`src/core/remote_rx_pkg.sv`:
```
package remote_rx_pkg;
   // Register byte offsets
   localparam logic [11:0] OFS_RECEIVE_ON = 12'h004;
   localparam logic [11:0] OFS_LOW_WORD = 12'h008;
   localparam logic [11:0] OFS_MID_WORD = 12'h00c;
   localparam logic [11:0] OFS_TOP_BYTE = 12'h010;
   localparam logic [11:0] OFS_LEADER_LIMITS = 12'h014;
   localparam logic [11:0] OFS_RX_CONTROL = 12'h018;
   localparam logic [11:0] OFS_RX_STATUS = 12'h024;
   localparam logic [11:0] OFS_FS_SELECT = 12'h034;
   // Field positions
   localparam int CMAX_LSB = 24;
   localparam int CMIN_LSB = 16;
   localparam int LMAX_LSB = 8;
   localparam int LMIN_LSB = 0;
   localparam int THRESH_LSB = 0;
   localparam int GAP_LSB = 8;
   localparam int LEADER_OPT_BIT = 25;
   localparam int ST_DONE_BIT = 8;
   localparam int ST_LEADER_BIT = 9;
   localparam int ST_OVERFLOW_BIT = 10;
   localparam int ST_BUSY_BIT = 11;
   // Reset values
   localparam logic [31:0] LEADER_LIMITS_RST = 32'h00000000;
   localparam logic [7:0] THRESH_RST = 8'h00;
   localparam logic [7:0] GAP_RST = 8'hff;
   localparam logic [7:0] TOP_BYTE_RST = 8'h00;
   // Sizes and timing
   localparam int STORE_BITS = 72;
   localparam int COUNT_W = 7;
   localparam int MEAS_W = 10;
   localparam logic [1:0] FS_DIV_LAST = 2'h3;
   localparam int FIFO_DEPTH = 8;
   typedef enum logic [1:0] {ST_WAIT, ST_DATA, ST_SKIP} rxState_t;
endpackage

```
`src/core/bit_fifo.sv`:
```
`timescale 1ns/1ps
module bit_fifo #(
   parameter int WIDTH = 2,
   parameter int DEPTH = 8
) (
   input wire logic core_clk,
   input wire logic nrst,
   input wire logic inValid,
   output logic inReady,
   input wire logic [WIDTH-1:0] inData,
   output logic outValid,
   input wire logic outReady,
   output logic [WIDTH-1:0] outData
);
   localparam int PW = $clog2(DEPTH);
   logic [WIDTH-1:0] mem_q [DEPTH];
   logic [PW:0] wrPtr_q;
   logic [PW:0] rdPtr_q;
   logic full;
   logic empty;

   assign empty = (wrPtr_q == rdPtr_q);
   assign full = (wrPtr_q[PW-1:0] == rdPtr_q[PW-1:0]) && (wrPtr_q[PW] != rdPtr_q[PW]);
   assign inReady = !full;
   assign outValid = !empty;
   assign outData = mem_q[rdPtr_q[PW-1:0]];

   always_ff @(posedge core_clk) begin
      if (inValid && !full) begin
         mem_q[wrPtr_q[PW-1:0]] <= inData;
      end
   end

   always_ff @(posedge core_clk) begin
      if (!nrst) begin
         wrPtr_q <= '0;
         rdPtr_q <= '0;
      end else begin
         if (inValid && !full) begin
            wrPtr_q <= wrPtr_q + 1'b1;
         end
         if (outReady && !empty) begin
            rdPtr_q <= rdPtr_q + 1'b1;
         end
      end
   end
endmodule

```
`src/core/cycle_meter.sv`:
```
`timescale 1ns/1ps
module cycle_meter #(
   parameter int W = 10
) (
   input wire logic core_clk,
   input wire logic nrst,
   input wire logic run,
   input wire logic unitTick,
   input wire logic lineIn,
   input wire logic [7:0] gapLimit,
   output logic cycleDone,
   output logic [W-1:0] periodUnits,
   output logic [W-1:0] lowUnits,
   output logic gapDone
);
   logic linePrev_q;
   logic active_q;
   logic [W-1:0] per_q;
   logic [W-1:0] low_q;
   logic fall;
   logic gapHit;

   assign fall = linePrev_q && !lineIn;
   assign gapHit = active_q && (per_q > {{(W-8){1'b0}}, gapLimit});

   always_ff @(posedge core_clk) begin
      if (!nrst) begin
         linePrev_q <= 1'b1;
      end else begin
         linePrev_q <= lineIn;
      end
   end

   // A cycle runs from one falling edge to the next
   always_ff @(posedge core_clk) begin
      if (!nrst || !run) begin
         active_q <= 1'b0;
         per_q <= '0;
         low_q <= '0;
         cycleDone <= 1'b0;
         gapDone <= 1'b0;
         periodUnits <= '0;
         lowUnits <= '0;
      end else begin
         cycleDone <= 1'b0;
         gapDone <= 1'b0;
         if (fall) begin
            active_q <= 1'b1;
            cycleDone <= active_q;
            periodUnits <= per_q;
            lowUnits <= low_q;
            per_q <= '0;
            low_q <= '0;
         end else if (gapHit) begin
            // Silence ends the frame; the last open cycle is dropped
            active_q <= 1'b0;
            gapDone <= 1'b1;
         end else if (active_q && unitTick) begin
            // Saturate so a long pulse never wraps into a short one
            if (per_q != '1) begin
               per_q <= per_q + 1'b1;
            end
            if (!lineIn && low_q != '1) begin
               low_q <= low_q + 1'b1;
            end
         end
      end
   end
endmodule

```
`src/core/remote_rx_leader_detect.sv`:
```
`timescale 1ns/1ps
module remote_rx_leader_detect
   import remote_rx_pkg::*;
#(
   parameter int FIFO_W = 2,
   parameter int FIFO_D = remote_rx_pkg::FIFO_DEPTH
) (
   input wire logic core_clk,
   input wire logic nrst,
   input wire logic psel,
   input wire logic penable,
   input wire logic pwrite,
   input wire logic [11:0] paddr,
   input wire logic [31:0] pwdata,
   output logic [31:0] prdata,
   output logic pready,
   output logic pslverr,
   input wire logic remoteIn,
   input wire logic lowSpeedClk,
   input wire logic timerOut,
   output logic frameReady
);
   import remote_rx_pkg::*;

   logic receiveOn_q;
   logic [31:0] leaderLimits_q;
   logic leaderOptional_q;
   logic [7:0] thresh_q;
   logic [7:0] gap_q;
   logic fsSelect_q;
   logic fsPrev_q;
   logic [1:0] fsDiv_q;
   rxState_t state_q;
   logic leaderSeen_q;
   logic overflow_q;
   logic [STORE_BITS-1:0] store_q;
   logic [COUNT_W-1:0] storeCnt_q;
   logic fresh_q;
   logic frameDone_q;

   logic setup;
   logic access;
   logic wrAccess;
   logic rdAccess;
   logic hit;
   logic [31:0] rdMux;
   logic fsLevel;
   logic fsTick;
   logic unitTick;
   logic cycleDone;
   logic gapDone;
   logic [MEAS_W-1:0] periodUnits;
   logic [MEAS_W-1:0] lowUnits;
   logic [MEAS_W-1:0] cmax;
   logic [MEAS_W-1:0] cmin;
   logic [MEAS_W-1:0] lmax;
   logic [MEAS_W-1:0] lmin;
   logic periodOk;
   logic lowOk;
   logic leaderOk;
   logic shortFirst;
   logic dataBit;
   logic pushValid;
   logic pushReady;
   logic [FIFO_W-1:0] pushData;
   logic popValid;
   logic popReady;
   logic [FIFO_W-1:0] popData;
   logic popBit;
   logic popEnd;
   logic lowWordRead;

   // Bus decode
   assign setup = psel && !penable;
   assign access = psel && penable;
   assign wrAccess = access && pwrite;
   assign rdAccess = access && !pwrite;
   assign pready = 1'b1;
   assign pslverr = access && !hit;

   always_comb begin
      hit = 1'b1;
      rdMux = 32'h00000000;
      if (paddr == OFS_RECEIVE_ON) begin
         rdMux = {31'h0, receiveOn_q};
      end else if (paddr == OFS_LOW_WORD) begin
         rdMux = store_q[31:0];
      end else if (paddr == OFS_MID_WORD) begin
         rdMux = store_q[63:32];
      end else if (paddr == OFS_TOP_BYTE) begin
         rdMux = {24'h0, store_q[71:64]};
      end else if (paddr == OFS_LEADER_LIMITS) begin
         rdMux = leaderLimits_q;
      end else if (paddr == OFS_RX_CONTROL) begin
         rdMux[LEADER_OPT_BIT] = leaderOptional_q;
         rdMux[GAP_LSB+:8] = gap_q;
         rdMux[THRESH_LSB+:8] = thresh_q;
      end else if (paddr == OFS_RX_STATUS) begin
         rdMux[COUNT_W-1:0] = storeCnt_q;
         rdMux[ST_DONE_BIT] = frameDone_q;
         rdMux[ST_LEADER_BIT] = leaderSeen_q;
         rdMux[ST_OVERFLOW_BIT] = overflow_q;
         rdMux[ST_BUSY_BIT] = (state_q != ST_WAIT);
      end else if (paddr == OFS_FS_SELECT) begin
         rdMux = {31'h0, fsSelect_q};
      end else begin
         hit = 1'b0;
      end
   end

   // Read data is captured in the setup cycle so it stands through access
   always_ff @(posedge core_clk) begin
      if (!nrst) begin
         prdata <= 32'h00000000;
      end else if (setup) begin
         prdata <= rdMux;
      end
   end

   // Writable settings; limits are only sampled by the receiver's compare
   always_ff @(posedge core_clk) begin
      if (!nrst) begin
         receiveOn_q <= 1'b0;
         leaderLimits_q <= LEADER_LIMITS_RST;
         leaderOptional_q <= 1'b0;
         thresh_q <= THRESH_RST;
         gap_q <= GAP_RST;
         fsSelect_q <= 1'b0;
      end else if (wrAccess) begin
         if (paddr == OFS_RECEIVE_ON) begin
            receiveOn_q <= pwdata[0];
         end else if (paddr == OFS_LEADER_LIMITS) begin
            leaderLimits_q <= pwdata;
         end else if (paddr == OFS_RX_CONTROL) begin
            leaderOptional_q <= pwdata[LEADER_OPT_BIT];
            gap_q <= pwdata[GAP_LSB+:8];
            thresh_q <= pwdata[THRESH_LSB+:8];
         end else if (paddr == OFS_FS_SELECT) begin
            fsSelect_q <= pwdata[0];
         end
      end
   end

   // Sampling clock choice and the divide-by-four unit
   assign fsLevel = fsSelect_q ? timerOut : lowSpeedClk;
   assign fsTick = fsLevel && !fsPrev_q;
   assign unitTick = fsTick && (fsDiv_q == FS_DIV_LAST);

   always_ff @(posedge core_clk) begin
      if (!nrst || !receiveOn_q) begin
         fsPrev_q <= 1'b0;
         fsDiv_q <= 2'h0;
      end else begin
         fsPrev_q <= fsLevel;
         if (fsTick) begin
            fsDiv_q <= fsDiv_q + 2'h1;
         end
      end
   end

   cycle_meter #(
      .W(MEAS_W)
   ) u_meter (
      .core_clk(core_clk),
      .nrst(nrst),
      .run(receiveOn_q),
      .unitTick(unitTick),
      .lineIn(remoteIn),
      .gapLimit(gap_q),
      .cycleDone(cycleDone),
      .periodUnits(periodUnits),
      .lowUnits(lowUnits),
      .gapDone(gapDone)
   );

   // Leader qualification on the first cycle
   assign cmax = {2'b00, leaderLimits_q[CMAX_LSB+:8]};
   assign cmin = {2'b00, leaderLimits_q[CMIN_LSB+:8]};
   assign lmax = {2'b00, leaderLimits_q[LMAX_LSB+:8]};
   assign lmin = {2'b00, leaderLimits_q[LMIN_LSB+:8]};
   assign periodOk = (periodUnits <= cmax) && (periodUnits > cmin);
   // Zero max low width means a high-only leader, low limits unused
   assign lowOk = (lmax == '0) || ((lowUnits <= lmax) && (lowUnits > lmin));
   assign leaderOk = periodOk && lowOk;
   assign shortFirst = (periodUnits <= cmin);
   assign dataBit = (periodUnits > {2'b00, thresh_q});

   always_comb begin
      pushValid = 1'b0;
      pushData = {1'b0, dataBit};
      case (state_q)
         ST_WAIT: begin
            if (cycleDone) begin
               if (cmax == '0) begin
                  pushValid = 1'b1;
               end else if (!leaderOk && leaderOptional_q && shortFirst) begin
                  pushValid = 1'b1;
               end
            end
         end
         ST_DATA: begin
            if (cycleDone) begin
               pushValid = 1'b1;
            end else if (gapDone) begin
               pushValid = 1'b1;
               pushData = {1'b1, 1'b0};
            end
         end
         default: begin
            pushValid = 1'b0;
         end
      endcase
   end

   always_ff @(posedge core_clk) begin
      if (!nrst || !receiveOn_q) begin
         state_q <= ST_WAIT;
      end else begin
         case (state_q)
            ST_WAIT: begin
               if (cycleDone) begin
                  // Only the first cycle of a frame meets the limits
                  if (cmax == '0) begin
                     state_q <= ST_DATA;
                  end else if (leaderOk) begin
                     state_q <= ST_DATA;
                  end else if (leaderOptional_q && shortFirst) begin
                     state_q <= ST_DATA;
                  end else begin
                     state_q <= ST_SKIP;
                  end
               end
            end
            ST_DATA: begin
               if (gapDone) begin
                  state_q <= ST_WAIT;
               end
            end
            default: begin
               if (gapDone) begin
                  state_q <= ST_WAIT;
               end
            end
         endcase
      end
   end

   // Sticky status; hardware set wins over a clear in the same cycle
   always_ff @(posedge core_clk) begin
      if (!nrst) begin
         leaderSeen_q <= 1'b0;
         overflow_q <= 1'b0;
      end else begin
         if (state_q == ST_WAIT && cycleDone && cmax != '0 && leaderOk) begin
            leaderSeen_q <= 1'b1;
         end else if (wrAccess && paddr == OFS_RX_STATUS && pwdata[ST_LEADER_BIT]) begin
            leaderSeen_q <= 1'b0;
         end
         if (pushValid && !pushReady) begin
            overflow_q <= 1'b1;
         end else if (wrAccess && paddr == OFS_RX_STATUS && pwdata[ST_OVERFLOW_BIT]) begin
            overflow_q <= 1'b0;
         end
      end
   end

   bit_fifo #(
      .WIDTH(FIFO_W),
      .DEPTH(FIFO_D)
   ) u_fifo (
      .core_clk(core_clk),
      .nrst(nrst),
      .inValid(pushValid),
      .inReady(pushReady),
      .inData(pushData),
      .outValid(popValid),
      .outReady(popReady),
      .outData(popData)
   );

   // Draining stalls while a finished frame waits to be read
   assign popReady = !frameDone_q;
   assign popBit = popValid && popReady && !popData[1];
   assign popEnd = popValid && popReady && popData[1];
   assign lowWordRead = rdAccess && paddr == OFS_LOW_WORD;
   assign frameReady = frameDone_q;

   always_ff @(posedge core_clk) begin
      if (!nrst) begin
         store_q <= {TOP_BYTE_RST, 64'h0};
         storeCnt_q <= '0;
         fresh_q <= 1'b1;
      end else if (popBit) begin
         if (fresh_q) begin
            store_q <= {{(STORE_BITS-1){1'b0}}, popData[0]};
            storeCnt_q <= 7'd1;
            fresh_q <= 1'b0;
         end else if (storeCnt_q < 7'(STORE_BITS)) begin
            // New bit enters at bit 0, older bits move up
            store_q <= {store_q[STORE_BITS-2:0], popData[0]};
            storeCnt_q <= storeCnt_q + 7'd1;
         end
      end else if (popEnd) begin
         fresh_q <= 1'b1;
      end
   end

   always_ff @(posedge core_clk) begin
      if (!nrst) begin
         frameDone_q <= 1'b0;
      end else if (popEnd) begin
         frameDone_q <= 1'b1;
      end else if (lowWordRead) begin
         frameDone_q <= 1'b0;
      end
   end
endmodule

```
`config.mk`:
```
export PLATFORM = sky130hd
export DESIGN_NAME = remote_rx_leader_detect
export DESIGN_NICKNAME = d
export VERILOG_FILES = /design/src/core/remote_rx_pkg.sv /design/src/core/bit_fifo.sv /design/src/core/cycle_meter.sv /design/src/core/remote_rx_leader_detect.sv
export SDC_FILE = /design/constraint.sdc
export NUM_CORES = 1
export LEC_CHECK = 0
export BUFFER_PORTS_ARGS = -buffer_cell sky130_fd_sc_hd__buf_2
export CAP_MARGIN = 10
export CORE_MARGIN = 8
export CORE_UTILIZATION = 50
export CTS_CLUSTER_DIAMETER = 50
export CTS_CLUSTER_SIZE = 24
export DETAILED_ROUTE_END_ITERATION = 8
export MAX_ROUTING_LAYER = met4
export PLACE_DENSITY_LB_ADDON = 0.05
export SYNTH_ARGS = -nofsm -noshare
export SYNTH_HDL_FRONTEND = slang
export SYNTH_SLANG_ARGS = --single-unit
```
`constraint.sdc`:
```
create_clock -name core_clk -period 4.49 [get_ports core_clk]
set_input_delay 0.449 -clock core_clk [delete_from_list [all_inputs] [get_ports core_clk]]
set_output_delay 0.449 -clock core_clk [all_outputs]
set_load 0.005 [all_outputs]
```
==> results.json <==
{
  "dp_hpwl_mm": 22.3,
  "reg2reg_to": "u_fifo.mem_q[1][0]",
  "rsz0062_at_grt": "false",
  "insertedDiodeCount": 0,
  "synth.distinct_cells": 67,
  "synth_seq_area_share_pct": 42.9,
  "max_freq_ghz": 0.335,
  "dp_slack_ns": 1.17,
  "nNetsFinal": 1559,
  "initial_utilization_pct": 50.4,
  "grt_pass1_vias": 9551,
  "critPathCaptureType": "register",
  "async_reset_ff_share_pct": 0,
  "rrSetupSlack_ns": 1.50,
  "io_pins": 87,
  "viasPerCell": 5.52,
  "worstSetupPathType": "register to register",
  "num_vias": 9917,
  "hold_viol": 0,
  "crit_fanout": 13,
  "fp-row-count": 56,
  "root_buffer": "clkbuf_16",
  "endpoint": "u_fifo.mem_q[1][0]",
  "synth.area.top_cells": "dfxtp_1, nand2_1, ha_1",
  "r2r_start": "leaderLimits_q[23]",
  "dr.pass1.iters": 6,
  "synth_top_area_share_pct": 38.7,
  "ys_seq_elements": 242,
  "layout-drive-gt1-share_pct": 12.1,
  "insertion_delay_ns": 0.55,
  "overflow": 0,
  "synth_edf_count": 16,
  "place.gp.congestion": 0.908,
  "syn_nets": 1517,
  "synth_top_cell_by_area": "dfxtp_1",
  "powerDensity_nw_per_um2": 370,
  "antenna_found_initial": 0,
  "startpoint": "leaderLimits_q[23]",
  "wl_mm": 32.1,
  "htreeDepth": 1,
  "utilization_pct": 57.3,
  "critPathLaunchType": "register",
  "fin_crit_sh_pct": 66.5,
  "drv_slew": 0,
  "postRouteAntennaNets": 0,
  "worst_pin_slew_ns": 1.21,
  "reg2reg_depth": 8,
  "final_area_sq_um": 13300,
  "ys.flop_type": "dfxtp_1",
  "max_stage_delay_ns": 0.60,
  "max_cap_viol_count": 0,
  "crit_path_top_delay_cell": "nor4b_1",
  "synth_area_per_cell_sq_um": 8.28,
  "netlist_area_sq_um": 11700,
  "tns_ns": 0,
  "cts_buffer_depth": 3,
  "arrival_ns": 3.17,
  "holdBufCountCts": 0,
  "area_growth_pct": 13.9,
  "cts.repair.resized": 0,
  "crit_chain": "inv_1, ha_1, nand4_1, nor4_1, nor3_1, o21ai_0, nand3_2, nor4b_1",
  "crit_required_ns": 4.68,
  "setup_slack_ns": 1.50,
  "placed_area_sq_um": 12200,
  "die-width_um": 169,
  "p_leak_nw": 4.95,
  "slew_headroom_pct": 18.7,
  "hold_class": "primary input to register",
  "grt.total_usage_pct": 22.9,
  "cts_buffers": 30,
  "grt_max_degree": 83,
  "dieArea_sq_um": 28500,
  "clkTransAtPathRegs_ns": 0.06,
  "grt_pass1_wl_mm": 51.5,
  "drcViolationCount": 0,
  "min_period_ns": 2.99,
  "die_y_um": 169,
  "status": "finished, final reports clean",
  "finalClockSkew_ns": 0.0110,
  "setup_viol": 0,
  "final_cell_mix": "nand2_1, dfxtp_1, a21oi_1",
  "drtIter0Drc": 786,
  "cts_setup_buffers": 0,
  "final_common_cell": "nand2_1",
  "yosys_warnings": 0,
  "core_region_area_sq_um": 23200,
  "syn_inst": 1411,
  "drt-wirelength-per-cell_um": 17.9,
  "ir_drop_uv": 222,
  "port_buffers": 85,
  "clock_sinks": 242,
  "cts_tree": "built"
}
-- critical path, delay by kind of cell (launching register included) --
kind	cells	cell delay [ns]
and+or+nand+nor	5	1.71
DFF	1	0.36
adders and majority gates	1	0.30
AOI/OAI and AO/OA	1	0.20
buffers and inverters	1	0.06
-- area by class of cell --
class / instances / area, sq um
well taps: 319 / 399
repair buffers: 101 / 546
fillers: 2212 / 9890
clock inverters: 21 / 278
flip-flops and latches: 242 / 5000
clock buffers: 35 / 800
inverters: 61 / 229
multi-input cells: 1017 / 6040
-- worst min-delay path by stage --
| stage | cells past startpoint | startpoint | endpoint |
|---|---|---|---|
| finish | 3 | remoteIn | u_meter.linePrev_q |
| global route | 3 | remoteIn | u_meter.linePrev_q |
| CTS | 3 | remoteIn | u_meter.linePrev_q |
| detailed placement | 2 | prdata[7] | prdata[7] |
| global placement | 2 | prdata[31] | prdata[31] |
| floorplan | 2 | u_meter.periodUnits[8] | u_meter.periodUnits[8] |
-- layer usage --
metal  global-route usage (%)  wire [um]
met1                     30.6      15200
met2                     35.8      14700
met3                     3.17       1430
met4                     6.02        784
met5                        -          0
-- sequential cells by signal, summed over array words and instances, names as in the netlist, 2 cells and up, named ones only --
signal               cells
thresh_q                 8
storeCnt_q               7
u_meter.low_q           10
state_q                  2
u_fifo.mem_q            16
u_meter.lowUnits        10
prdata                  32
u_fifo.rdPtr_q           4
u_fifo.wrPtr_q           4
store_q                 72
gap_q                    8
u_meter.periodUnits     10
leaderLimits_q          32
u_meter.per_q           10
fsDiv_q                  2
-- report_power, final --
part           switching [mW]  internal [mW]  leakage, nW  total (mW)
sequential             0.0123           2.17         1.94        2.19
combinational           0.100         0.0602         2.49       0.161
clock                   0.992           1.58        0.525        2.57
-- metrics by stage --
step | hold slack [ns] | instances | power [mW]
after floorplan | 0.431 | 1411 | 2.33
after global placement | 0.437 | 1739 | 2.39
after detailed placement | 0.438 | 1739 | 2.39
after CTS | 0.115 | 1795 | 4.97
after global routing | 0.133 | 1796 | 5.08
final | 0.126 | 1796 | 4.92
-- logic make-up (layout without fill, tap and decap cells) --
logic type	after synthesis	in the layout	synth area share, %
XOR/XNOR	28	28	2.10
multiplexers	23	23	2.41
AO/OA/AOI/OAI	337	337	18.0
AND/OR/NAND/NOR	574	574	23.3
buffers and inverters	152	218	5.57
adder cells (fa/ha/maj)	54	54	5.79
other	1	1	0.0321
flip-flops	242	242	42.9
-- cells in the mapped netlist (all sizes together) (3+ instances only) --
| cell type | number |
|---|---|
| clkbuf | 49 |
| ha | 54 |
| a222oi | 7 |
| a31oi | 3 |
| edfxtp | 16 |
| a41oi | 8 |
| o21a | 6 |
| mux4 | 4 |
| a21oi | 133 |
| nor4b | 3 |
| nor2b | 56 |
| and3 | 50 |
| inv | 61 |
| o211ai | 30 |
| nand3 | 18 |
| xnor2 | 16 |
| nor4 | 14 |
| o2111ai | 3 |
| dfxtp | 226 |
| a2111oi | 3 |
| nand4 | 21 |
| nor2 | 51 |
| and2 | 10 |
| o31ai | 4 |
| xor2 | 12 |
| nand2 | 312 |
| mux2i | 18 |
| nor3 | 20 |
| o21ai | 65 |
| a21boi | 59 |
| nand2b | 10 |
| buf | 42 |
(Power assumes the default switching activity.)
